--- config.mk ---
export PLATFORM = sky130hd
export DESIGN_NAME = addr_decode
export DESIGN_NICKNAME = d
export VERILOG_FILES = /design/src/verilog/addr_decode_pkg.sv /design/src/verilog/mode_lookup.sv /design/src/verilog/page_select.sv /design/src/verilog/addr_decode.sv
export VERILOG_INCLUDE_DIRS = /design/src /design/src/verilog
export SDC_FILE = /design/constraint.sdc
export NUM_CORES = 1
export LEC_CHECK = 0
export ABC_CLOCK_PERIOD_IN_PS = 11870
export BUFFER_PORTS_ARGS = -buffer_cell sky130_fd_sc_hd__buf_2
export CAP_MARGIN = 20
export CORE_MARGIN = 4
export CORE_UTILIZATION = 29
export CTS_CLUSTER_DIAMETER = 80
export DETAILED_ROUTE_END_ITERATION = 8
export PLACE_DENSITY_LB_ADDON = 0.12
export SLEW_MARGIN = 20
export SYNTH_ARGS = -nofsm -noshare
export SYNTH_HDL_FRONTEND = slang
export SYNTH_SLANG_ARGS = --single-unit
--- constraint.sdc ---
create_clock -name clk -period 11.87 [get_ports clk]
set_input_delay 1.7805 -clock clk [delete_from_list [all_inputs] [get_ports clk]]
set_output_delay 1.7805 -clock clk [all_outputs]
set_load 0.01 [all_outputs]
--- src/verilog/addr_decode_cfg.svh ---
// Constants for the addressing-mode decoder
`ifndef ADDR_DECODE_CFG_SVH
`define ADDR_DECODE_CFG_SVH
`define PAGE_RESET      8'h00
`define LEN_ONE         2'h1
`define LEN_TWO         2'h2
`define LEN_THREE       2'h3
`define BRANCH_BIAS     16'h0002
`define OPND_STEP       16'h0001
`define HI_BITSET       4'h1
`define HI_BITTEST      4'h0
`define HI_REL          4'h2
`define HI_RMW_DIR      4'h3
`define HI_RMW_A        4'h4
`define HI_RMW_X        4'h5
`define HI_RMW_IX1      4'h6
`define HI_RMW_IX0      4'h7
`define HI_CTL_A        4'h8
`define HI_CTL_B        4'h9
`define HI_IMM          4'ha
`define HI_DIR          4'hb
`define HI_EXT          4'hc
`define HI_IX2          4'hd
`define HI_IX1          4'he
`define HI_IX0          4'hf
`define LO_TEST         4'hd
`define LO_JMP          4'hc
`define LO_JSR          4'hd
`define LO_STORE_A      4'h7
`define LO_STORE_X      4'hf
`define LO_BSR          4'hd
`define LO_MUL          4'h2
`endif

--- src/verilog/addr_decode_pkg.sv ---
// Types shared by the addressing-mode decoder
package addr_decode_pkg;
	typedef enum logic [3:0] {
		MODE_IMPLIED  = 4'h0,
		MODE_IMM      = 4'h1,
		MODE_DIR      = 4'h2,
		MODE_EXT      = 4'h3,
		MODE_REL      = 4'h4,
		MODE_IX0      = 4'h5,
		MODE_IX1      = 4'h6,
		MODE_IX2      = 4'h7,
		MODE_BITSET   = 4'h8,
		MODE_BITTEST  = 4'h9
	} mode_t;
	typedef enum logic [2:0] {
		CLASS_REGMEM  = 3'h0,
		CLASS_RMW     = 3'h1,
		CLASS_BRANCH  = 3'h2,
		CLASS_BITMAN  = 3'h3,
		CLASS_CONTROL = 3'h4
	} iclass_t;
	// Instruction bytes and core state presented for decoding
	typedef struct packed {
		logic [7:0]  opcode;
		logic [7:0]  byte2;
		logic [7:0]  byte3;
		logic [15:0] pc;
		logic [7:0]  index;
		logic        cond_true;
		logic [7:0]  mem_data;
	} instr_t;
	// Decoded result
	typedef struct packed {
		mode_t       mode;
		iclass_t     iclass;
		logic [1:0]  length;
		logic [15:0] effective_addr;
		logic        addr_valid;
		logic        mem_read;
		logic        mem_write;
		logic        uses_reg;
		logic        is_jump;
		logic [2:0]  bit_sel;
		logic        bit_value;
		logic        branch_taken;
		logic [15:0] next_pc;
	} decode_t;
endpackage

--- src/verilog/mode_lookup.sv ---
// Opcode to addressing mode, class and length lookup
`timescale 1ns/100ps
`include "addr_decode_cfg.svh"
module mode_lookup
	import addr_decode_pkg::*;
(
	input  wire logic [7:0]               opcode,
	output addr_decode_pkg::mode_t        mode,
	output addr_decode_pkg::iclass_t      iclass,
	output logic      [1:0]               length
);
	import addr_decode_pkg::*;
	wire [3:0] hi = opcode[7:4];
	wire [3:0] lo = opcode[3:0];
	// Mode from the high nibble of the opcode; the low nibble only picks out BSR in the immediate column
	always_comb
	begin
		case (hi)
			`HI_BITTEST: mode = MODE_BITTEST;
			`HI_BITSET:  mode = MODE_BITSET;
			`HI_REL:     mode = MODE_REL;
			`HI_RMW_DIR: mode = MODE_DIR;
			`HI_RMW_IX1: mode = MODE_IX1;
			`HI_RMW_IX0: mode = MODE_IX0;
			`HI_IMM:     mode = (lo == `LO_BSR) ? MODE_REL : MODE_IMM;
			`HI_DIR:     mode = MODE_DIR;
			`HI_EXT:     mode = MODE_EXT;
			`HI_IX2:     mode = MODE_IX2;
			`HI_IX1:     mode = MODE_IX1;
			`HI_IX0:     mode = MODE_IX0;
			default:     mode = MODE_IMPLIED;
		endcase
	end
	// Class from the high nibble
	always_comb
	begin
		case (hi)
			`HI_BITTEST, `HI_BITSET: iclass = CLASS_BITMAN;
			`HI_REL: iclass = CLASS_BRANCH;
			`HI_RMW_DIR, `HI_RMW_A, `HI_RMW_X, `HI_RMW_IX1, `HI_RMW_IX0:
				iclass = CLASS_RMW;
			`HI_CTL_A, `HI_CTL_B: iclass = CLASS_CONTROL;
			default: iclass = CLASS_REGMEM;
		endcase
	end
	// Byte count per mode
	always_comb
	begin
		case (mode)
			MODE_IMPLIED, MODE_IX0: length = `LEN_ONE;
			MODE_IMM, MODE_DIR, MODE_REL, MODE_IX1, MODE_BITSET:
				length = `LEN_TWO;
			MODE_EXT, MODE_IX2, MODE_BITTEST: length = `LEN_THREE;
			default: length = `LEN_ONE;
		endcase
	end
endmodule

--- src/verilog/page_select.sv ---
// Page-select register for direct and bit addressing
`timescale 1ns/100ps
`include "addr_decode_cfg.svh"
module page_select
(
	input  wire logic       clk,
	input  wire logic       rst_n,
	input  wire logic       page_wr,
	input  wire logic [7:0] page_wdata,
	output logic      [7:0] page_select_reg
);
	// Cleared at reset, loaded by software
	always_ff @(posedge clk)
	begin
		if (!rst_n)
			page_select_reg <= `PAGE_RESET;
		else if (page_wr)
			page_select_reg <= page_wdata;
	end
endmodule

--- src/verilog/addr_decode.sv ---
// Effective-address generation and instruction-class decode
`timescale 1ns/100ps
`include "addr_decode_cfg.svh"
module addr_decode
	import addr_decode_pkg::*;
(
	input  wire logic                     clk,
	input  wire logic                     rst_n,
	input  wire logic                     start,
	input  addr_decode_pkg::instr_t       instr,
	input  wire logic                     page_wr,
	input  wire logic [7:0]               page_wdata,
	output addr_decode_pkg::decode_t      result,
	output logic                          result_valid,
	output logic                          carry_wr,
	output logic                          carry_value,
	output logic      [7:0]               page_value
);
	import addr_decode_pkg::*;

	// Bit select from the low opcode bits, shared by both bit forms
	function automatic logic [2:0] bit_of(input logic [7:0] op);
		bit_of = op[3:1];
	endfunction

	mode_t      mode;
	iclass_t    iclass;
	logic [1:0] length;
	logic [7:0] page_select_reg;

	mode_lookup u_lookup
	(
		.opcode (instr.opcode),
		.mode   (mode),
		.iclass (iclass),
		.length (length)
	);

	page_select u_page
	(
		.clk             (clk),
		.rst_n           (rst_n),
		.page_wr         (page_wr),
		.page_wdata      (page_wdata),
		.page_select_reg (page_select_reg)
	);

	// Address arithmetic, all modulo 16 bits; the index is only read
	wire [15:0] word_operand = {instr.byte2, instr.byte3};
	wire [15:0] ix_ext       = {8'h00, instr.index};
	wire [15:0] paged_addr   = {page_select_reg, instr.byte2};
	wire [15:0] ix1_addr     = ix_ext + {8'h00, instr.byte2};
	wire [15:0] ix2_addr     = ix_ext + word_operand;
	wire [15:0] opnd_pc      = instr.pc + `OPND_STEP;
	wire [15:0] seq_pc       = instr.pc + {14'h0000, length};

	// Bit test on the fetched byte; even opcodes branch on set
	wire [2:0]  bit_sel      = bit_of(instr.opcode);
	wire        tested_bit   = instr.mem_data[bit_sel];
	wire        test_hit     = instr.opcode[0] ? ~tested_bit : tested_bit;
	wire        is_bittest   = (mode == MODE_BITTEST);
	wire        is_rel       = (mode == MODE_REL);
	wire        taken        = is_bittest ? test_hit : (is_rel & instr.cond_true);
	wire [7:0]  disp         = is_bittest ? instr.byte3 : instr.byte2;
	wire [7:0]  rel_eff      = taken ? disp : 8'h00;
	wire [15:0] rel_ext      = {{8{rel_eff[7]}}, rel_eff};
	wire [15:0] branch_pc    = instr.pc + {14'h0000, length} + rel_ext;
	wire [15:0] rel_pc       = instr.pc + `BRANCH_BIAS + rel_ext;

	wire [3:0]  lo           = instr.opcode[3:0];
	wire [3:0]  hi           = instr.opcode[7:4];
	wire        is_regmem    = (iclass == CLASS_REGMEM);
	wire        is_jmp       = is_regmem & (lo == `LO_JMP);
	wire        is_jsr       = is_regmem & (lo == `LO_JSR) & (hi != `HI_IMM);
	wire        is_store     = is_regmem & ((lo == `LO_STORE_A) | (lo == `LO_STORE_X));
	wire        is_test      = (iclass == CLASS_RMW) & (lo == `LO_TEST);
	wire        rmw_mem      = (iclass == CLASS_RMW) & (mode != MODE_IMPLIED);

	// Effective address per mode
	logic [15:0] ea;
	logic        ea_valid;
	always_comb
	begin
		ea_valid = 1'b1;
		case (mode)
			MODE_IMM:     ea = opnd_pc;
			MODE_DIR:     ea = paged_addr;
			MODE_EXT:     ea = word_operand;
			MODE_REL:     ea = rel_pc;
			MODE_IX0:     ea = ix_ext;
			MODE_IX1:     ea = ix1_addr;
			MODE_IX2:     ea = ix2_addr;
			MODE_BITSET:  ea = paged_addr;
			MODE_BITTEST: ea = paged_addr;
			MODE_IMPLIED:
			begin
				ea = 16'h0000;
				ea_valid = 1'b0;
			end
			default:
			begin
				ea = 16'h0000;
				ea_valid = 1'b0;
			end
		endcase
	end

	// Memory access intent per class
	wire mem_mode  = ea_valid & ~is_rel & (mode != MODE_IMM);
	wire next_read = (is_regmem & mem_mode & ~is_jmp & ~is_jsr & ~is_store)
		| rmw_mem | (mode == MODE_BITSET) | is_bittest;
	wire next_write = (is_regmem & mem_mode & is_store)
		| (rmw_mem & ~is_test)
		| (mode == MODE_BITSET);
	wire uses_reg  = (is_regmem & ~is_jmp & ~is_jsr)
		| ((iclass == CLASS_RMW) & ~rmw_mem);
	wire flow_jump = is_jmp | is_jsr;
	wire [15:0] next_flow = flow_jump ? ea : ((is_rel | is_bittest) ? branch_pc : seq_pc);

	// Assemble the decoded record
	decode_t next_result;
	always_comb
	begin
		next_result.mode           = mode;
		next_result.iclass         = iclass;
		next_result.length         = length;
		next_result.effective_addr = ea;
		next_result.addr_valid     = ea_valid;
		next_result.mem_read       = next_read;
		next_result.mem_write      = next_write;
		next_result.uses_reg       = uses_reg;
		next_result.is_jump        = flow_jump;
		next_result.bit_sel        = bit_sel;
		next_result.bit_value      = ~instr.opcode[0];
		next_result.branch_taken   = taken;
		next_result.next_pc        = next_flow;
	end

	// Registered outputs
	always_ff @(posedge clk)
	begin
		if (!rst_n)
		begin
			result       <= '0;
			result_valid <= 1'b0;
			carry_wr     <= 1'b0;
			carry_value  <= 1'b0;
			page_value   <= `PAGE_RESET;
		end
		else
		begin
			result       <= next_result;
			result_valid <= start;
			carry_wr     <= start & is_bittest;
			carry_value  <= tested_bit;
			page_value   <= page_select_reg;
		end
	end
endmodule

Word level (Yosys, flattened, before mapping)

Memories as Yosys holds them, arrays and structs flattened.
Index checks and enable logic that the tools add are counted.

Register bits after elaboration: 70
Bits in read-only memories: 80
Input bits: 69
Output and inout bits: 62
Logic and storage cells: 111
Memories kept: 2

Add/sub/neg operators: 7
Order comparisons: 1
Equality and inequality tests: 27
Mux-type cells: 12
Bitwise gates (word level): 36
Reduce and logical (&&, ||, !) cells: 8

Memory list:

| memory          | words | bits a word | rd ports | clocked after memory_dff | wr ports | RTL line          | source |
|---|---|---|---|---|---|---|---|
| (no name shown) | 16    | 3           | 1        | 0                        | 0        | mode_lookup.sv:37 | `case (hi)` |
| (no name shown) | 16    | 2           | 1        | 0                        | 0        | mode_lookup.sv:49 | `case (mode)` |

Operators by type and width:

| operator                | number |
|---|---|
| $pmux W16 S7            | 1 |
| $eq A4 B4 Y1 const B    | 11 |
| $pmux W4 S9             | 1 |
| $add A16 B16 Y16        | 2 |
| $mux W16                | 2 |
| $eq A4 B3 Y1 const B    | 7 |
| $and A1 B1 Y1           | 19 |
| $add A16 B1 Y16 const B | 1 |
| $add A16 B2 Y16         | 1 |
| $add A16 B2 Y16 const B | 1 |
| $add A8 B16 Y16         | 1 |
| $eq A4 B2 Y1 const B    | 4 |
| $mux W8                 | 2 |
| $add A8 B8 Y9           | 1 |
| $or A1 B1 Y1            | 9 |
| $reduce_or A9 Y1        | 1 |
| $eq A4 B1 Y1 const B    | 2 |
| $not A1 Y1              | 8 |
| $reduce_or A2 Y1        | 3 |
| $logic_not A4 Y1        | 1 |
| $lt A3 B4 Y1 const B    | 1 |
| $mux W1                 | 4 |
| $ne A4 B1 Y1 const B    | 1 |
| $ne A4 B4 Y1 const B    | 1 |
| other kinds (6)         | 6 |

Depth between registers and ports, before layout

Gate-level depths: netlist (run 1).

Depth after elaboration: 15
Gate-level depth with buffers: 27
Depth with buffers taken out: 23

By module

From an unflattened synthesis (run 1), not the netlist that was laid out.

Cell total of the unflattened synthesis: 743
Area, all modules: 6,093.3 um2

Modules (own cells, without submodules):

| module      | times used | cells each | area an instance (um2) | seq. area each (um2) |
|---|---|---|---|---|
| addr_decode | 1          | 686        | 5,510.3                | 1,241.2 |
| page_select | 1          | 25         | 301.5                  | 160.2 |
| mode_lookup | 1          | 32         | 281.5                  | 0.0 |

Least setup slack after synthesis (run 1)

OpenSTA, ideal clock, no wires.

Kind: input port to flip-flop
From: input instr[54] in the netlist's numbering
To: register result[14] in the netlist's numbering
Setup time: 95 ps
Arrival time: 6,549 ps
Required time: 11,775 ps
Slack: 5,226 ps
Cell stages on the path: 24
Buffers on the path: 5
Path through: clkbuf_1 clkbuf_1 nor2b_1 a22o_1 inv_1 ha_1 clkbuf_1 nor4b_2 nand3_1 mux2i_2 nor2_4 inv_4 clkbuf_1 clkbuf_1 and2_1 nor2_1 ha_1 and3_1 o211ai_1 a31oi_1 a21oi_1 or4b_1 a31o_2 o311ai_1

Cells in the longest elaborated chain, start to end: 10
Elaborated cells on any way between the ends: 45
Those cells by class: add/sub (3); eq/ne (21); mux (7); bitwise (6); reduce/logical (6); memory (2)

Ends and longest elaborated chain:

| element                                                                 | RTL line           | source |
|---|---|---|
| start: declaration                                                      | addr_decode.sv:10  | `input addr_decode_pkg::instr_t instr,` |
| $eq A4 B3 Y1 (tied with other cells)                                    | mode_lookup.sv:18  | `case (hi)` |
| $reduce_or A2 Y1 (no line)                                              | -                  |  |
| $pmux W4 S9 *                                                           | mode_lookup.sv:18  |  |
| named net mode[1]                                                       | addr_decode.sv:26  | `mode_t mode;` |
| parallel branches: the longest is 6 deep, another holds $add A16 B2 Y16 | -                  |  |
| $mux W16 *                                                              | addr_decode.sv:118 | `wire [15:0] next_flow = flow_jump ? ea : ((is_rel \| is_bittest) ? branch_pc : seq_pc);` |
| end signal: assignment                                                  | addr_decode.sv:152 | `result <= next_result;` |
| end: declaration                                                        | addr_decode.sv:13  | `output addr_decode_pkg::decode_t result,` |

Mark *: on every way through the listed nets, which the timed path passes.
A chain may end at the register's enable or synchronous reset.

Final worst setup path (run 1)

From: input instr[50] in the netlist's numbering
To: register result[9] in the netlist's numbering

Cells in the longest elaborated chain, start to end: 10
Elaborated cells on any way between the ends: 34
Those cells by class: add/sub (3); eq/ne (11); mux (11); bitwise (7); reduce/logical (1); memory (1)

Ends and longest elaborated chain:

| element                                                                 | RTL line |
|---|---|
| parallel branches: the longest is 9 deep, another holds $add A16 B2 Y16 | - |
| $mux W16 *                                                              | addr_decode.sv:118 |

Every way passes the cells marked *. The select of a mux whose other input is x is not followed.

==> flow_results.org, run 1 <==
** Outcome
- The run finished with clean final reports.

** Critical path
- Launch point of the worst reg-to-reg path :: u_page.page_select_reg[4]
- Of all nets on the critical path, the largest fanout is 11.
- Critical Setup Path Class :: input pin to flip-flop
- Arrival time at the worst endpoint :: 7820 ps
- Startpoint of the worst setup timing path :: instr[50]
- Worst Setup Start Kind :: input pin
- The worst setup path is captured at a flip-flop.
- In this run the register-to-register setup slack is 10230 ps.
- Required @ worst endpoint :: 12050 ps

** Run
- Across the run, the number of max-cap violations was 0.

** Placement
- Post-DP Area :: 6989 µm²
- IO Port Bufs :: 130
- The congestion estimate from routability-driven global placement came to 0.8852.
- Pre-CTS WS :: 4016 ps
- Once detailed placement completed, the half-perimeter wirelength came to 18970 µm.
- Cell count after placement :: 1143

** STA
- Adding up every negative setup slack in the final design gives 0 ps.
- Highest Clock Rate :: 130.8 MHz
- Post-Route Hold Slack :: 509.0 ps
- Number of hold violations in the final report :: 0
- Setup repair after global routing missed its margin :: no
- The worst pin sits at a relative slew slack of 41.15%.
- Final worst-path cycle share :: 64.41%
- For the pin with the worst max-slew slack, the measured transition is 860.5 ps.
- Final setup violation count :: 0
- Layout Skew :: 7.044 ps
- Subtracting the final worst setup slack from the clock period gives 7646 ps.
- In the post-route analysis, the smallest setup slack over all paths is 4224 ps.
- Number of pins with negative max-slew slack in the final report :: 0

** Clock tree
- In this run, post-CTS hold repair placed 0 buffers.
- In this run, post-CTS repair resized a total of 0 instances.
- CTS buffer count :: 9
- The H-tree was split into 3 levels.
- Counting along the longest clock path gives a buffer depth of 2.
- The tree built by TritonCTS fans out to 70 sinks.
- Clock Tree Root :: sky130_fd_sc_hd__clkbuf_16
- Clock Pin Slew Worst Setup and Hold Paths :: 60 ps
- Postcts setup bufs :: 0
- Clock latency at the later pin of the worst-skew pair :: 330 ps
- TritonCTS built the clock tree.

** Synth
- Share of flip-flops with an asynchronous set or reset :: 0%
- The largest total area in the synthesized netlist belongs to sky130_fd_sc_hd__dfxtp_1.
- Post-synthesis instance total :: 781
- Number of enable flip-flop cells after synthesis :: 0
- Share of synthesized area spent on multiplexers :: 3.898%
- Sequential cells were found to cover 22.74% of the synthesized design area.
- Commonest cells in the synthesized netlist :: sky130_fd_sc_hd__nor2_1 (97), sky130_fd_sc_hd__dfxtp_1 (70), sky130_fd_sc_hd__nand2_1 (64)
- Library cell with the highest instance count after synthesis :: sky130_fd_sc_hd__nor2_1
- Of the total synthesized cell area, the portion taken by AND, OR, NAND and NOR gates is 22.23%.
- Netlist Area Pre-Place :: 6162 µm²
- Adder-cell share of the synthesized area :: 12.59%
- Largest family of logic cells by synthesized area :: compound AO/OA/AOI/OAI gates
- Summing the areas of all xor and xnor instances in the mapped netlist gives 10.54% of the synthesized area.
- The synthesized netlist devotes 23.11% of its cell area to compound gates.
- After synthesis, the mean cell area works out to 7.890 µm².
- The number of different library cells used by synthesis comes to 82.
- For this run, the number of Yosys warnings is 0.
- Sorting the synthesized cells by area gives the leading types as sky130_fd_sc_hd__dfxtp_1 (23%), sky130_fd_sc_hd__ha_1 (11%), sky130_fd_sc_hd__nor2_1 (5.9%), sky130_fd_sc_hd__xnor2_1 (5.5%), sky130_fd_sc_hd__xor2_1 (4.5%).
- Post-Syn Nets :: 909
- For this run, the leading register cell type out of synthesis is sky130_fd_sc_hd__dfxtp_1.
- The synthesized design contains 70 register bits.
- Fraction of post-synthesis cell area in the top cell type by area :: 22.74%

** Final layout
- The final layout contains 1007 nets.
- Post-route core utilization :: 34.86%
- Ant diodes :: 0
- The register with the most flip-flops in the layout has 51 of them.
- Compared with the post-synthesis result, the final layout area differs by 18.54%.
- Cells with a size suffix above 1 make up 18.89% of the layout.
- Fin area :: 7305 µm²
- Number of standard cells in the final layout excluding fillers :: 1159
- Number of inserted filler cells in the final layout :: 2293

** Floorplan
- Pin placement for this block handled 131 I/O pins.
- Row generation in the floorplan step produced 53 rows.
- Die Outline Area :: 23650 µm²
- The floorplan step set the die width to 153.8 µm.
- Initial Util :: 29.41%
- The total area inside the core boundary comes to 20960 µm².
- The floorplan step set the die height to 153.8 µm.

** Route
- Remaining design rule violation count :: 0
- After the first detailed-routing iteration, the DRC count stood at 479.
- Via Count :: 6113
- After detailed routing, the average wire length per cell comes to 19.79 µm.
- The first detailed-routing pass ran for 9 iterations.
- The count of nets left with antenna violations once routing finished came out at 0.
- Via count normalized by instance count :: 5.274
- Post-detailed-routing wire length :: 22940 µm

** Global routing
- The number of global-route vias before repair was 5891.
- The initial antenna violation count came to 0.
- Global-route total usage across every layer :: 18.74%
- Global route total overflow :: 0
- Wire length of the first global-routing pass :: 34820 µm
- Entering global routing, the biggest net connects 27 pins.

** Min path
- The startpoint identified for the worst hold timing path is u_page.page_select_reg[6].
- Class of the worst hold path :: flip-flop to flip-flop

** Pwr
- Standby leakage power :: 3.363 nW
- Dividing total power by cell area gives a power density of 111.7 nW/µm².
- Largest vdd supply drop :: 0.00006114 V
- Total Power :: 0.8156 mW
==> where the power goes <==
part / leakage (nW) / switching (mW) / internal, mW
logic: 2.63 / 0.172 / 0.103
clock network: 0.152 / 0.0979 / 0.183
registers: 0.577 / 0.00645 / 0.253
==> worst max-delay path: stages <==
cell and delay, ps:
sky130_fd_sc_hd__buf_2 140, sky130_fd_sc_hd__nand4b_1 310, sky130_fd_sc_hd__nand3_1 150, sky130_fd_sc_hd__o21ai_0 90, sky130_fd_sc_hd__a22oi_1 390, sky130_fd_sc_hd__ha_1 540
sky130_fd_sc_hd__inv_1 180, sky130_fd_sc_hd__nor2_1 630, sky130_fd_sc_hd__a22oi_1 410, sky130_fd_sc_hd__a21o_1 270, sky130_fd_sc_hd__ha_1 270, sky130_fd_sc_hd__inv_1 40
sky130_fd_sc_hd__ha_1 210, sky130_fd_sc_hd__fa_1 430, sky130_fd_sc_hd__a211o_1 360, sky130_fd_sc_hd__a21oi_1 200, sky130_fd_sc_hd__nor2_1 80, sky130_fd_sc_hd__a21oi_1 180
sky130_fd_sc_hd__xor2_1 150, sky130_fd_sc_hd__nor2_1 50, sky130_fd_sc_hd__a2111oi_0 790, sky130_fd_sc_hd__o32ai_1 160
==> cells by family (layout without fill, tap and decap cells) <==
family,Yosys count,in the layout
XOR/XNOR,72,72
flip-flops,70,70
AO/OA/AOI/OAI,208,208
multiplexers,19,19
AND/OR/NAND/NOR,280,280
buffers and inverters,73,176
adder cells (fa/ha/maj),59,59
==> final cells by class <==
class	count	area (µm²)	area share (%)
repair buffers	133	673.1	9.215
well taps	275	344.1	4.711
clock buffers	10	229.0	3.135
clock inverters	6	86.33	1.182
multi-input cells	638	4467	61.15
inverters	27	103.9	1.422
flip-flops and latches	70	1401	19.18
==> path summary, 6_finish.rpt <==
kind | end | cells after the start
min | page_value[6] | 1
max reg2reg | result[12] | 5
max | result[9] | 22
min reg2reg | page_value[6] | 1
==> layout by cell type (no fill, tap or decap), drive strengths merged, types with 6 or more instances in the layout <==
cell / Yosys / final
a211oi: 6 / 6
nand3: 19 / 19
o31ai: 6 / 6
nor3: 15 / 15
buf: 10 / 133
and3: 12 / 12
a222oi: 10 / 10
a22oi: 12 / 12
o22ai: 10 / 10
nor2: 99 / 99
ha: 54 / 54
a21oi: 49 / 49
xnor2: 40 / 40
nand2: 64 / 64
o21a: 9 / 9
nor4: 7 / 7
o21bai: 10 / 10
clkbuf: 36 / 10
xor2: 32 / 32
nand4: 8 / 8
inv: 27 / 27
a21o: 13 / 13
and2: 25 / 25
o21ai: 33 / 33
mux2i: 16 / 16
nand2b: 6 / 6
dfxtp: 70 / 70
a31oi: 7 / 7
==> layer usage <==
layer	routed length [µm]	track usage [%]	up-vias	part of all wire, %
met1	10850	26.40	2845	47
li1	-	-	3013	-
met5	0	0	-	0
met2	10220	30.06	232	45
met3	1377	2.589	23	6.0
met4	486	5.172	0	2.1
Power figures use the tool's default switching activity.
==> run 2, diff against run 1 <==
--- a/config.mk
+++ b/config.mk
@@ -6,7 +6,7 @@
 export SDC_FILE = /design/constraint.sdc
 export NUM_CORES = 1
 export LEC_CHECK = 0
-export ABC_CLOCK_PERIOD_IN_PS = 11870
+export ABC_CLOCK_PERIOD_IN_PS = 6900
 export BUFFER_PORTS_ARGS = -buffer_cell sky130_fd_sc_hd__buf_2
 export CAP_MARGIN = 20
 export CORE_MARGIN = 4
==> constraint.sdc (replaced) <==
create_clock -name clk -period 6.9 [get_ports clk]
set_input_delay 1.035 -clock clk [delete_from_list [all_inputs] [get_ports clk]]
set_output_delay 1.035 -clock clk [all_outputs]
set_load 0.01 [all_outputs]
==> flow_results.org, run 2 (same netlist as run 1, synthesis figures left out) <==
** Placement
- The HPWL after detailed placement is 18900 µm.
- At the end of routability-driven placement, the weighted congestion stood at 0.8937.
- IO Port Bufs :: 130

** Critical path
- Worst Reg2Reg Path Length in Cells :: 5
- STA classifies the critical path startpoint as an input pin.
- Data on the critical path is required at its endpoint by 7110 ps.
- Slowest cell on crit path :: sky130_fd_sc_hd__fa_1
- Together, buffers and inverters on the worst path number 6.
- In this design, the critical path's most frequently occurring cell is sky130_fd_sc_hd__buf_4.
- On the critical path the largest part of the delay comes from compound AO/OA/AOI/OAI gates.
- Largest driver fanout on the critical path :: 16
- In this run the register-to-register setup slack is 5210 ps.
- Critical Path Max Stage Delay :: 530 ps
- The worst register-to-register path begins at u_page.page_select_reg[4].
- The endpoint identified for the worst register-to-register timing path is result[12].
- Critical Setup Path Class :: input pin to flip-flop
- The worst setup path is captured at a flip-flop.
- For the worst setup path, the data arrival time is 6030 ps.

** Floorplan
- I/O pin total :: 131
- Die X :: 153.8 µm
- Core box area :: 20960 µm²
- Die Height :: 153.8 µm
- The initial utilization of the core area, before any placement, comes to 29.41%.
- After floorplanning, the core was divided into 53 placement rows.
- The floorplan step defined a die boundary enclosing 23650 µm².

** Global routing
- The initial antenna violation count was 0.
- Entering global routing, the biggest net connects 22 pins.
- Global-route total usage across every layer :: 18.77%
- The first global-routing pass estimated 34890 µm of wire.
- Vias in the first global route :: 5891
- The total overflow left after global routing is 0.

** Final layout
- In the layout the commonest cells are sky130_fd_sc_hd__buf_2 (130), sky130_fd_sc_hd__nor2_1 (97), sky130_fd_sc_hd__dfxtp_1 (70), sky130_fd_sc_hd__nand2_1 (64), sky130_fd_sc_hd__ha_1 (54).
- Ant diodes :: 0
- The library cell used most frequently in the layout, excluding fill and tap cells, is sky130_fd_sc_hd__buf_2.
- After the last flow step, the layout net total stands at 1023.
- Flip-flop count of the largest register after layout :: 51
- Compared with the post-synthesis result, the final layout area differs by 20.71%.
- In the final layout, the share of cells above drive strength 1 is 20.33%.

** Outcome
- The flow ran to the end, and the final reports show no timing, DRC or antenna violations.

** STA
- Number of hold violations in the final report :: 0
- Setup total negative slack :: 0 ps
- Setup violations remaining at the end of the flow were counted as 0.
- Final critical-path required period :: 5818 ps
- Number of pins with negative max-slew slack in the final report :: 0
- Highest Clock Rate :: 171.9 MHz
- Actual slew at the worst max-slew pin :: 752.7 ps
- Layout Skew :: 5.003 ps
- Final worst-path cycle share :: 84.31%
- Setup repair after global routing left no endpoint under its margin.
- Measured against its own limit, the worst slew margin works out to 49.52%.

** Min path
- The path class of the tightest hold or removal check is flip-flop to flip-flop.
- Hold Path Origin :: u_page.page_select_reg[0]
- Worst hold path endpoint :: page_value[0]
- Number of cells on the worst hold path :: 1

** Route
- The detailed router placed 6188 vias in this run.
- Post-DR wirelength/cell :: 19.49 µm
- DRT Pass-1 Iters :: 6
- In this run the remaining antenna-violating nets after routing total 0.
- Post-detailed-routing wire length :: 22900 µm
- Remaining design rule violation count :: 0
- The first routing iteration left 418 violations.
- Via count normalized by instance count :: 5.266

** Pwr
- The completed layout was analyzed and its total power is 1.428 mW.
- Power density normalized to cell area :: 192.0 nW/µm²
- Standby leakage power :: 3.443 nW
- Largest vdd supply drop :: 0.00008992 V

** Clock tree
- Clock Tree Root :: sky130_fd_sc_hd__clkbuf_16
- Clock latency at the later pin of the worst-skew pair :: 320 ps
- H-tree depth reported by CTS :: 3
- Clock Pin Slew Worst Setup and Hold Paths :: 60 ps
- CTS-repair resized insts :: 0
- CTS saw 70 sinks.
- CTS buffer count :: 9
- Number of hold buffers added after CTS :: 0
- TritonCTS built the clock tree.
- In this run the deepest clock path goes through 2 buffers.
- In this run the post-CTS setup repair buffer count came out at 0.

** Run
- MaxCap Viol Count :: 0
[run 2: area by class of cell]
type,instances,area (µm²)
Timing Repair Buffer,149,793.3
Clock inverter,6,92.59
Sequential cell,70,1401
Tap cell,275,344.1
Clock buffer,10,239.0
Multi-Input combinational cell,638,4464
Inverter,27,103.9
Fill cell,2259,13520
[run 2: layer usage]
metal / up-vias / track usage, % / wire (µm)
met5: - / 0 / 0
met4: 0 / 6.560 / 597
met3: 28 / 3.518 / 1627
met2: 241 / 29.45 / 10110
met1: 2863 / 25.87 / 10570
li1: 3056 / - / -
[run 2: where the power goes]
group          internal, mW  switching, mW
Clock                 0.329          0.177
Sequential            0.435         0.0113
Combinational         0.186          0.291
Total                 0.950          0.479
[run 2: worst max-delay path by stage]
| stage | start | to | slack [ps] | depth (start not counted) |
|---|---|---|---|---|
| final | instr[50] | result[12] | 1080 | 25 |
| after global routing | instr[49] | result[12] | 570 | 25 |
| after CTS | instr[50] | result[12] | 1110 | 25 |
| after detailed placement | instr[50] | result[12] | 800 | 25 |
| after global placement | instr[50] | result[12] | 910 | 25 |
| after floorplan | instr[54] | result[14] | 1000 | 24 |
[run 2: per-stage QoR]
step | setup WS, ps | area [µm²] | hold WS, ps | utilization [%] | cells
5_1_grt | 566.6 | 7438 | 559.1 | 35.50 | 1175
3_3_place_gp | 911.0 | 7107 | 527.6 | 33.91 | 1159
2_1_floorplan | 1001 | 6162 | 447.7 | - | 781
3_5_place_dp | 797.9 | 7107 | 528.1 | 33.91 | 1159
6_report | 1082 | 7438 | 530.5 | 35.50 | 1175
4_1_cts | 1109 | 7438 | 535.5 | 35.50 | 1175
==> run 3, diff against run 2 <==
--- a/config.mk
+++ b/config.mk
@@ -6,7 +6,7 @@
 export SDC_FILE = /design/constraint.sdc
 export NUM_CORES = 1
 export LEC_CHECK = 0
-export ABC_CLOCK_PERIOD_IN_PS = 6900
+export ABC_CLOCK_PERIOD_IN_PS = 5050
 export BUFFER_PORTS_ARGS = -buffer_cell sky130_fd_sc_hd__buf_2
 export CAP_MARGIN = 20
 export CORE_MARGIN = 4
==> constraint.sdc (replaced) <==
create_clock -name clk -period 5.05 [get_ports clk]
set_input_delay 0.7575 -clock clk [delete_from_list [all_inputs] [get_ports clk]]
set_output_delay 0.7575 -clock clk [all_outputs]
set_load 0.01 [all_outputs]
==> flow_results.org, run 3 (same netlist as run 1, synthesis figures left out) <==
** Outcome
- The flow ran to the end, and the final reports show no timing, DRC or antenna violations.

** Clock tree
- Clock tree synthesis found a total of 70 sinks.
- In this run, CTS created clock tree buffers numbering 9.
- Clock latency at the later pin of the worst-skew pair :: 330 ps
- H-tree depth reported by CTS :: 3
- TritonCTS clock tree :: yes
- Number of hold buffers added after CTS :: 0
- Clock tree buffer depth :: 2
- The root buffer cell chosen for the clock tree is sky130_fd_sc_hd__clkbuf_16.
- After clock tree synthesis, the clock-pin slew on the worst setup and hold paths is 60 ps.

** Final layout
- Of the cells placed in the final design, the portion with a size suffix greater than 1 is 32.34%.
- Net count, final :: 1134
- Register area :: 1401 µm²
- Flip-flop count of the largest register after layout :: 51
- The layout has 2195 filler cells.
- The multi-input combinational cells in the finished layout cover a total of 4653 µm².
- Most common cell after layout, fill and taps aside :: sky130_fd_sc_hd__buf_2
- The area growth from synthesis to layout is 37.40%.
- The top cell types in the final layout, fill and taps aside, are sky130_fd_sc_hd__buf_2 (130), sky130_fd_sc_hd__buf_4 (128), sky130_fd_sc_hd__nor2_1 (94), sky130_fd_sc_hd__dfxtp_1 (70), sky130_fd_sc_hd__nand2_1 (63).
- Number of standard cells in the final layout excluding fillers :: 1286
- The number of antenna diodes in the final layout is 0.

** STA
- Setup violations remaining at the end of the flow were counted as 0.
- Number of pins with negative max-slew slack in the final report :: 0
- For the pin with the worst max-slew slack, the measured transition is 721.1 ps.
- The final-report hold violation count was 0.
- The worst path uses 96.35% of the clock period.
- Layout Skew :: 5.549 ps
- For the finished layout, the period the worst path requires is 4865 ps.
- Setup repair after global routing could not meet its margin everywhere.
- Slew Limit Headroom :: 51.87%
- Static timing analysis puts the maximum clock frequency at 205.5 MHz.
- Post-Route Hold Slack :: 528.0 ps

** Placement
- After detailed placement, the design holds a cell count of 1266.
- IO Port Bufs :: 130
- Routability-driven placement finished with a final weighted congestion of 0.9211.
- After legalization and detailed placement, the total HPWL measured 20140 µm.

** Floorplan
- Die Height :: 153.8 µm
- Site row count :: 53
- I/O pin total :: 131
- Core box area :: 20960 µm²
- Die Outline Area :: 23650 µm²
- Initial Util :: 29.41%
- Die X :: 153.8 µm

** Critical path
- Endpoint class of the critical path :: flip-flop
- Worst Reg2Reg Path Length in Cells :: 5
- Required @ worst endpoint :: 5260 ps
- STA classifies the critical path startpoint as an input pin.
- Critical Setup Path Class :: input pin to flip-flop
- Largest driver fanout on the critical path :: 4
- For the worst setup path, the data arrival time is 5080 ps.

** Route
- Top sig layer :: met4
- DRT Pass-1 Iters :: 5
- Dividing the detail-routed wire length by the instance count gives 18.80 µm.
- For this block, the via count after detailed routing is 6554.
- Initial DRC count :: 386
- Met2 WL post-DR :: 11180 µm
- The routed design has 24170 µm of wire.
- Remaining design rule violation count :: 0
- In the final routing, the length of wire on met1 measures 11310 µm.
- Dividing the detail-routed via count by the number of cells gives 5.096.
- Antenna viol nets, final :: 0
- Met3 wire length :: 1349 µm

** Global routing
- The first global-routing pass estimated 37030 µm of wire.
- For this run the aggregate overflow at the end of global routing stands at 0.
- The number of global-route vias before repair is 6473.
- The initial antenna violation count came to 0.
- Across every metal layer, demand over resource in global routing totals 19.78%.
- Entering global routing, the biggest net connects 22 pins.

** Pwr
- Per report_power, the combinational group accounts for 37.4% of the total.
- Internal power comes to 1.379 mW.
- Net load switching power :: 0.7001 mW
- Across the VDD grid, the largest voltage drop is 0.0001485 V.
- Summed over all cells, the static leakage comes to 4.010 nW.
- Switching share of power :: 33.68%
- The share of total power dissipated in the clock network is 33.3%.
- Power density normalized to cell area :: 245.5 nW/µm²
- Reg power frac :: 29.3%

** Min path
- Class of the worst hold path :: flip-flop to flip-flop
- Counting instances, the worst hold path has a depth of 1.

** Run
- MaxCap Viol Count :: 0
-- run 3: cell count changes in the layout (fill, tap and decap cells not counted), sizes merged --
cell | before | now
buf | 149 | 260
clkbuf | 10 | 9
clkinv | 0 | 1
clkinvlp | 2 | 1
inv | 29 | 30
-- run 3: final cells by class --
cell class / count / share of cell area (%)
clock buffer: 9 / 2.660
clock inverter: 7 / 1.241
timing repair buffer: 260 / 19.30
inverter: 27 / 1.227
multi-input combinational: 638 / 54.96
tap: 275 / 4.064
sequential: 70 / 16.55
-- run 3: final timing paths --
kind / slack (ps) / start / endpoint
worst max-delay path: 180 / instr[50] / result[12]
worst min-delay path: 530 / u_page.page_select_reg[4] / page_value[4]
worst max register to register: 3510 / u_page.page_select_reg[4] / result[12]
worst min register to register: 530 / u_page.page_select_reg[4] / page_value[4]
-- run 3: metal layers --
| layer | vias to the layer above | global-route usage, % |
|---|---|---|
| li1 | 3278 | - |
| met5 | - | 0 |
| met2 | 177 | 32.46 |
| met1 | 3085 | 27.49 |
| met3 | 14 | 2.589 |
| met4 | 0 | 5.088 |
-- run 3: repair_timing --
action / 4_1_cts / 5_1_grt
gates resized for setup: 0 / 27
setup buffers: 0 / 4
setup endpoints to repair: 0 / 12
-- run 3: through the flow --
stage                     setup slack [ps]  setup TNS, ps  utilization (%)  power [mW]  area [µm²]
after floorplan                    0.06528              0                -       1.041        6286
after detailed placement            -249.9          -1599            38.11       1.373        7986
after global routing                -82.94         -121.5            40.40       2.192        8467
final                                184.5              0            40.40       2.079        8467
after CTS                            83.89              0            39.69       2.075        8317
after global placement              -175.6         -938.7            38.11       1.376        7986
-- run 3: worst max-delay path, cell delays in order --
cell                        delay, ps
sky130_fd_sc_hd__buf_2            100
sky130_fd_sc_hd__nand4b_1         210
sky130_fd_sc_hd__nand3_1           90
sky130_fd_sc_hd__o21ai_0           90
sky130_fd_sc_hd__a22oi_2          270
sky130_fd_sc_hd__ha_1             290
sky130_fd_sc_hd__mux2i_2          240
sky130_fd_sc_hd__ha_2             230
sky130_fd_sc_hd__inv_1             50
sky130_fd_sc_hd__fa_2             530
sky130_fd_sc_hd__inv_1             70
sky130_fd_sc_hd__fa_1             440
sky130_fd_sc_hd__a21oi_2          220
sky130_fd_sc_hd__a2bb2oi_2        210
sky130_fd_sc_hd__a21oi_2          100
sky130_fd_sc_hd__o31ai_2          290
sky130_fd_sc_hd__nor4_2           100
sky130_fd_sc_hd__a211o_1          300
sky130_fd_sc_hd__o21ai_2           70
sky130_fd_sc_hd__xnor2_1           70
sky130_fd_sc_hd__a311o_1          340
-- run 3: power groups by stage --
| stage | sequential, mW | clock [mW] | combinational (mW) |
|---|---|---|---|
| 2_1_floorplan | 0.639 | 0 | 0.402 |
| 3_3_place_gp | 0.621 | 0 | 0.755 |
| 3_5_place_dp | 0.622 | 0 | 0.751 |
| 4_1_cts | 0.610 | 0.710 | 0.755 |
| 5_1_grt | 0.614 | 0.731 | 0.846 |
| 6_report | 0.610 | 0.693 | 0.777 |
